## src/core/status_summary_pkg.sv

```systemverilog
// Purpose: Constants for the status summary register block.
// Assumes: Single 10 MHz clock, synchronous active-high reset.
// Notes: Bit positions and addresses of the status byte and status word.
// Function
// - The overcurrent fault bit latches when a timed-out overcurrent has shut the gate drive down.
// - Status byte bit 3 latches when an undervoltage is seen on the undervoltage pin.
// - Status byte bit 2 is 1 while any temperature status bit is active.
// - Status byte bit 1 latches on any communication error or trim-memory error.
// - Status byte bit 0 is 1 while any other status group holds an unreported active bit.
// - Status word bit 15 is the live OR of the output-voltage status bits.
// - Status word bit 14 is the live OR of the output-current status bits.
// - Status word bit 13 is the live OR of the input status bits.
// - Status word bit 12 is the live OR of the vendor status bits.
// - Status word bit 11 is 1 while the power-good sense input is below threshold.
// - Status word bit 8 latches when a pass transistor fault is detected.
// - The status word resets to zero, its low byte equals the status byte, and bits 10:9, 7, 5 read 0.
// - Status byte bit 6 is 1 while the gate drive is disabled.
// - The status byte resets to zero, bits 7 and 5 read 0, and bit 4 holds the overcurrent flag.
package status_summary_pkg;
  localparam logic [7:0]  ADDR_STATUS_BYTE  = 8'h78;
  localparam logic [7:0]  ADDR_STATUS_WORD  = 8'h79;
  localparam logic [7:0]  RESET_BYTE        = 8'h00;
  localparam logic [15:0] RESET_WORD        = 16'h0000;
  localparam logic [1:0]  RESET_POWER_GOOD_SYNC = 2'h3;
  localparam int BIT_OTHER     = 0;
  localparam int BIT_COMM      = 1;
  localparam int BIT_TEMP      = 2;
  localparam int BIT_UNDERVOLT = 3;
  localparam int BIT_OVERCURR  = 4;
  localparam int BIT_GATE_OFF  = 6;
  localparam int BIT_PASS_FET  = 8;
  localparam int BIT_PWR_BAD   = 11;
  localparam int BIT_VENDOR    = 12;
  localparam int BIT_INPUT     = 13;
  localparam int BIT_IOUT      = 14;
  localparam int BIT_VOUT      = 15;
endpackage : status_summary_pkg

```

## src/core/status_summary_regs.sv

```systemverilog
// Purpose: Top-level fault and warning summary: status byte and status word.
// Assumes: Event inputs come from logic on sys_clk; pins pass a two-stage synchroniser.
// Notes: Read port returns the snapshot register selected by read_addr.
`timescale 1ns/1ps
`default_nettype none
module status_summary_regs (
  // Clock and reset.
  input  wire  logic        sys_clk,
  input  wire  logic        rst,
  // Fault events from on-chip logic, one-cycle pulses or levels.
  input  wire  logic        overcurrent_shutdown_event,
  input  wire  logic        comm_error_event,
  input  wire  logic        trim_error_event,
  input  wire  logic        pass_transistor_event,
  input  wire  logic        gate_drive_disabled,
  // Pins from outside the clock domain.
  input  wire  logic        undervolt_pin,
  input  wire  logic        power_good_sense_input,
  // Group status registers summarised here.
  input  wire  logic [7:0]  temp_status,
  input  wire  logic [7:0]  output_voltage_group_pending,
  input  wire  logic [7:0]  output_current_group_pending,
  input  wire  logic [7:0]  input_status,
  input  wire  logic [7:0]  vendor_status,
  input  wire  logic        other_group_pending,
  // Fault-clearing command from the host command decoder.
  input  wire  logic        clear_faults,
  // Read port.
  input  wire  logic [7:0]  read_addr,
  output logic [15:0]       read_data,
  output logic              read_hit,
  // Snapshot registers.
  output logic [7:0]        status_summary_byte,
  output logic [15:0]       status_summary_word
);

  logic [1:0]  undervolt_sync_reg;
  logic [1:0]  power_good_sync_reg;
  logic        overcurrent_shutdown_flag;
  logic        input_undervolt_flag;
  logic        comm_or_trim_error;
  logic        pass_transistor_fault;
  logic [15:0] word_next;

  // True when any bit of a group status register is active.
  function automatic logic group_active(input logic [7:0] bits);
    return |bits;
  endfunction

  // Two-stage synchronisers for the pins.
  always_ff @(posedge sys_clk) begin
    if (rst) begin
      undervolt_sync_reg  <= 2'h0;
      power_good_sync_reg <= status_summary_pkg::RESET_POWER_GOOD_SYNC; // Good level, so no false power-bad.
    end else begin
      undervolt_sync_reg  <= {undervolt_sync_reg[0], undervolt_pin};
      power_good_sync_reg <= {power_good_sync_reg[0], power_good_sense_input};
    end
  end

  // Latched flags; a present cause wins over a clear in the same cycle.
  always_ff @(posedge sys_clk) begin
    if (rst) begin
      overcurrent_shutdown_flag <= 1'b0;
      input_undervolt_flag      <= 1'b0;
      comm_or_trim_error        <= 1'b0;
      pass_transistor_fault     <= 1'b0;
    end else begin
      overcurrent_shutdown_flag <= overcurrent_shutdown_event | (overcurrent_shutdown_flag & ~clear_faults);
      input_undervolt_flag      <= undervolt_sync_reg[1] | (input_undervolt_flag & ~clear_faults);
      comm_or_trim_error        <= comm_error_event | trim_error_event | (comm_or_trim_error & ~clear_faults);
      pass_transistor_fault     <= pass_transistor_event | (pass_transistor_fault & ~clear_faults);
    end
  end

  // Next word from latched flags and live summaries.
  always_comb begin
    word_next = status_summary_pkg::RESET_WORD;
    word_next[status_summary_pkg::BIT_OTHER]     = other_group_pending;
    word_next[status_summary_pkg::BIT_COMM]      = comm_or_trim_error;
    word_next[status_summary_pkg::BIT_TEMP]      = group_active(temp_status);
    word_next[status_summary_pkg::BIT_UNDERVOLT] = input_undervolt_flag;
    word_next[status_summary_pkg::BIT_OVERCURR]  = overcurrent_shutdown_flag;
    word_next[status_summary_pkg::BIT_GATE_OFF]  = gate_drive_disabled;
    word_next[status_summary_pkg::BIT_PASS_FET]  = pass_transistor_fault;
    word_next[status_summary_pkg::BIT_PWR_BAD]   = ~power_good_sync_reg[1];
    word_next[status_summary_pkg::BIT_VENDOR]    = group_active(vendor_status);
    word_next[status_summary_pkg::BIT_INPUT]     = group_active(input_status);
    word_next[status_summary_pkg::BIT_IOUT]      = group_active(output_current_group_pending);
    word_next[status_summary_pkg::BIT_VOUT]      = group_active(output_voltage_group_pending);
  end

  // One snapshot edge feeds both registers, so they always agree.
  always_ff @(posedge sys_clk) begin
    if (rst) begin
      status_summary_word <= status_summary_pkg::RESET_WORD;
      status_summary_byte <= status_summary_pkg::RESET_BYTE;
    end else begin
      status_summary_word <= word_next;
      status_summary_byte <= word_next[7:0];
    end
  end

  // Read mux, registered so data stays a flop output.
  always_ff @(posedge sys_clk) begin
    if (rst) begin
      read_data <= status_summary_pkg::RESET_WORD;
      read_hit  <= 1'b0;
    end else if (read_addr == status_summary_pkg::ADDR_STATUS_WORD) begin
      read_data <= status_summary_word;
      read_hit  <= 1'b1;
    end else if (read_addr == status_summary_pkg::ADDR_STATUS_BYTE) begin
      read_data <= {8'h00, status_summary_byte};
      read_hit  <= 1'b1;
    end else begin
      read_data <= 16'h0000;
      read_hit  <= 1'b0;
    end
  end
endmodule : status_summary_regs
`default_nettype wire

```

## config.mk

```make
export PLATFORM = sky130hd
export DESIGN_NAME = status_summary_regs
export DESIGN_NICKNAME = d
export VERILOG_FILES = /design/src/core/status_summary_pkg.sv /design/src/core/status_summary_regs.sv
export SDC_FILE = /design/constraint.sdc
export NUM_CORES = 1
export LEC_CHECK = 0
export BUFFER_PORTS_ARGS = -buffer_cell sky130_fd_sc_hd__buf_4
export CAP_MARGIN = 20
export CORE_MARGIN = 2
export CORE_UTILIZATION = 30
export DETAILED_ROUTE_END_ITERATION = 8
export PLACE_DENSITY = 0.65
export SYNTH_ARGS = -nofsm -noshare
export SYNTH_HDL_FRONTEND = slang
export SYNTH_SLANG_ARGS = --single-unit
export TNS_END_PERCENT = 5
```

## constraint.sdc

```tcl
create_clock -name sys_clk -period 3.7 [get_ports sys_clk]
set_input_delay 0.74 -clock sys_clk [delete_from_list [all_inputs] [get_ports sys_clk]]
set_output_delay 0.74 -clock sys_clk [all_outputs]
set_load 0.01 [all_outputs]
```

**Yosys cells after proc, flatten, opt, wreduce, memory -nomap -nowiden**

Cells that the tools add are included.

- Bitwise operators: 11
- Mux-type cells: 4
- Eq/ne operators: 2
- Reductions and logical operators: 5

Operators with widths:

| operator | count |
|---|---|
| $reduce_or A8 Y1 | 5 |
| $eq A8 B7 Y1 const B | 2 |
| $mux W16 | 1 |
| $mux W8 | 1 |
| $or A1 B1 Y1 | 5 |
| $and A1 B1 Y1 | 4 |
| $mux W1 | 2 |
| $not A1 Y1 | 2 |

- Bits of input ports: 59
- Bits in registers: 49
- Output and inout port bits: 41

**Longest topological paths before layout**

- Depth in word-level cells: 3
- Depth in mapped cells: 3
- Gate-level depth less buffers: 2

**Worst setup path after synthesis**

No wires, ideal clock.

- Path type: input-to-reg
- Start: input port read_addr[1]
- End: register read_data[13]
- Data required time: 3625 ps
- Setup time: 75 ps
- Stages on the path: 3
- Slack: 2034 ps
- Arrival: 1591 ps
- Cell sequence: or4b_4 buf_6 nor3_2

- Word-level cells in the longest chain between the ends: 2

RTL lines:

| item | line | text |
|---|---|---|
| start: declaration | status_summary_regs.sv:29 | `input wire logic [7:0] read_addr,` |
| $eq A8 B7 Y1 | status_summary_regs.sv:109 | `end else if (read_addr == status_summary_pkg::ADDR_STATUS_WORD) begin` |
| $mux W16 | status_summary_regs.sv:109 |  |
| end signal: assignment | status_summary_regs.sv:107 | `read_data <= status_summary_pkg::RESET_WORD;` |
| end signal: assignment | status_summary_regs.sv:110 | `read_data <= status_summary_word;` |
| end signal: assignment | status_summary_regs.sv:113 | `read_data <= {8'h00, status_summary_byte};` |
| end: declaration | status_summary_regs.sv:30 | `output logic [15:0] read_data,` |

No other way between the ends.
A chain may end at the register's enable or synchronous reset.

**Final worst setup path**

- Start: input port read_addr[2]
- End: register read_data[11]

The elaborated chain is that of the path after synthesis.

==> metrics.csv <==
metric,value,unit
status,"finished, final reports clean",
CP Class,primary input to flip-flop,
Mapped Cells,119,
Yosys reg bits,33,
"Buf+Inv Stages, Crit Path",1,
number of global-route vias before repair,1003,
global-route wire length before repair,4554,um
Reg with most FFs,read_data,
DR DRC count,0,
Worst Setup Start Kind,primary input,
initial antenna violation count,0,
DR WL/cell,11.54,um
Layout Area Growth over Synthesis,58.62,%
Final Hold Viols,0,
peak per-stage delay on the critical path,0.65,ns
Initial Util,31.99,%
setup repair bufs after CTS,0,
CTS Buffer Depth,2,
root buf cell,clkbuf_8,
Tcrit/Tclk final,46.39,%
fmax,582.6,MHz
Die Footprint,4512,um^2
core area,3744,um^2
Leak,0.8864,nW
TritonRoute pass-1 iters,4,
post-CTS resize count,0,
CP top delay family,simple AND/OR/NAND/NOR gates,
RSZ-0062 raised after global routing,no,
M1 WL,1191,um
Routed WL,2919,um
cells along the critical path,buf_4 -> nand4b_1 -> nor3_1,
biggest regs,"read_data x12, status_summary_word x7, status_summary_byte x5",
worst vdd ir,0.1818,mV
"Cell Area, Synth",1197,um^2
max layer used,met4,
initial DRC count,44,
CTS sink count,33,
DIE HEIGHT,67.18,um
final setup vio count,0,
Final #Nets,263,
Via density,4.158,
Yosys Warn Count,0,
max FFs per register,12,
crit-path max FO,13,
Setup crit end kind,flip-flop,
post-synthesis cell type count,18,
Port-buffer cells,89,
I/O pins,100,
Slew HR,49.84,%
row count,22,
HPWL after DPL,2359,um
Worst-path clk slew,0.07,ns
worst hold path type,flip-flop to flip-flop,
Total GRT Usage,13.94,%
antenna cells,0,
Routed Antenna Nets,0,
Max Transition Viols Final,0,
max cap viols,0,
shortest period the worst path allows,1.716,ns
sequential cell area fraction in the yosys report,55.17,%
Worst Path Arrival,1.90,ns
Cells after DPL,245,
layout cell share with drive strength beyond 1,52.68,%
dominant cell type by area after synthesis,dfxtp_1,
routability cong.,0.7941,
CTS Buf Count,5,
CP max-delay cell,nand4b_1,
H-tree Lvls,2,
WP data required,3.88,ns
worst-margin pin slew,0.7484,ns
DR vias,1052,
clk_skew,0.007190,ns
synth top area cells,"dfxtp_1, buf_4, nor3_2",
CTS tree,done,
Clock Latency Late Sink,0.28,ns
Sum Neg Setup Slack,0,ns
die outline width,67.18,um
total grt overflow,0,
Finished Layout Cells,253,
largest net degree at the start of global routing,22,
met3 WL post-DR,324,um
syn avg cell area,10.06,um^2
top-area cell type share of the netlist area,55.17,%
pwr dens,376.4,nW/um^2
cts hold-fix bufs,0,
met2 WL post-DR,1341,um
-- cell families (layout without fill, tap and decap cells) --
logic type	count (synthesis)	in the layout	synth area share, %
AOI/OAI and AO/OA	9	9	3.761
buffers and inverters	29	106	14.73
DFF	33	33	55.17
other	1	10	0.3132
and+or+nand+nor	47	47	26.02
-- path summary, 6_finish.rpt --
kind	start	to	slack, ns	cells after the start
setup reg to reg	status_summary_byte[3]	read_data[3]	3.03	2
hold reg to reg	power_good_sync_reg[1]	status_summary_word[11]	0.38	1
hold / removal	power_good_sync_reg[1]	status_summary_word[11]	0.38	1
setup / recovery	read_addr[2]	read_data[11]	1.98	3
-- layout by cell type (no fill, tap or decap) --
cell	count
a21oi_1	9
buf_4	89
clkbuf_1	1
clkbuf_8	5
clkinv_2	2
conb_1	10
dfxtp_1	33
inv_1	9
nand2_1	6
nand2b_1	4
nand4b_1	1
nor2_1	3
nor2b_1	8
nor3_1	3
nor3_2	9
nor4_1	10
or2_2	2
or4b_4	1
-- synth_stat cells --
master / count
dfxtp_1: 33
buf_4: 16
nor4_1: 10
a21oi_1: 9
inv_1: 9
nor3_2: 9
nor2b_1: 8
nand2_1: 6
nand2b_1: 4
nor2_1: 3
nor3_1: 3
clkbuf_1: 2
or2_2: 2
buf_1: 1
buf_6: 1
conb_1: 1
nand4b_1: 1
or4b_4: 1
-- metrics by stage --
stage          utilization, %  power (mW)  area, um^2  hold WS (ns)  setup WS, ns
2_1_floorplan               -      0.4197        1231        0.3682         2.034
3_3_place_gp            48.53      0.4722        1817        0.3691         1.769
3_5_place_dp            48.53      0.4739        1817        0.3754         1.739
4_1_cts                 50.74      0.7245        1899        0.3842         1.996
5_1_grt                 50.74      0.7524        1899        0.4007         1.886
6_report                50.74      0.7149        1899        0.3813         1.984
-- report_power, final --
group / switching [mW] / internal, mW / leakage (nW)
combinational: 0.0345 / 0.0579 / 0.570
sequential: 0.00589 / 0.367 / 0.271
clock: 0.120 / 0.130 / 0.0450
total: 0.160 / 0.554 / 0.886
-- per-layer routing --
metal,up-vias,track usage (%)
met5,-,0
met4,0,7.398
met3,7,5.167
met2,56,22.90
met1,458,15.70
li1,531,-
-- layout make-up --
cell class | count | area (um^2)
clock inverter | 2 | 10.01
tap | 48 | 60.06
inverter | 9 | 33.78
sequential | 33 | 660.6
timing repair buffer | 89 | 668.1
multi-input combinational | 66 | 394.1
clock buffer | 6 | 72.57
fill | 391 | 1844
-- worst register-to-register path, stage by stage (launching register included) --
cell and delay (ns):
dfxtp_1 0.37, inv_1 0.06, nor3_2 0.15
(Power assumes the default switching activity.)
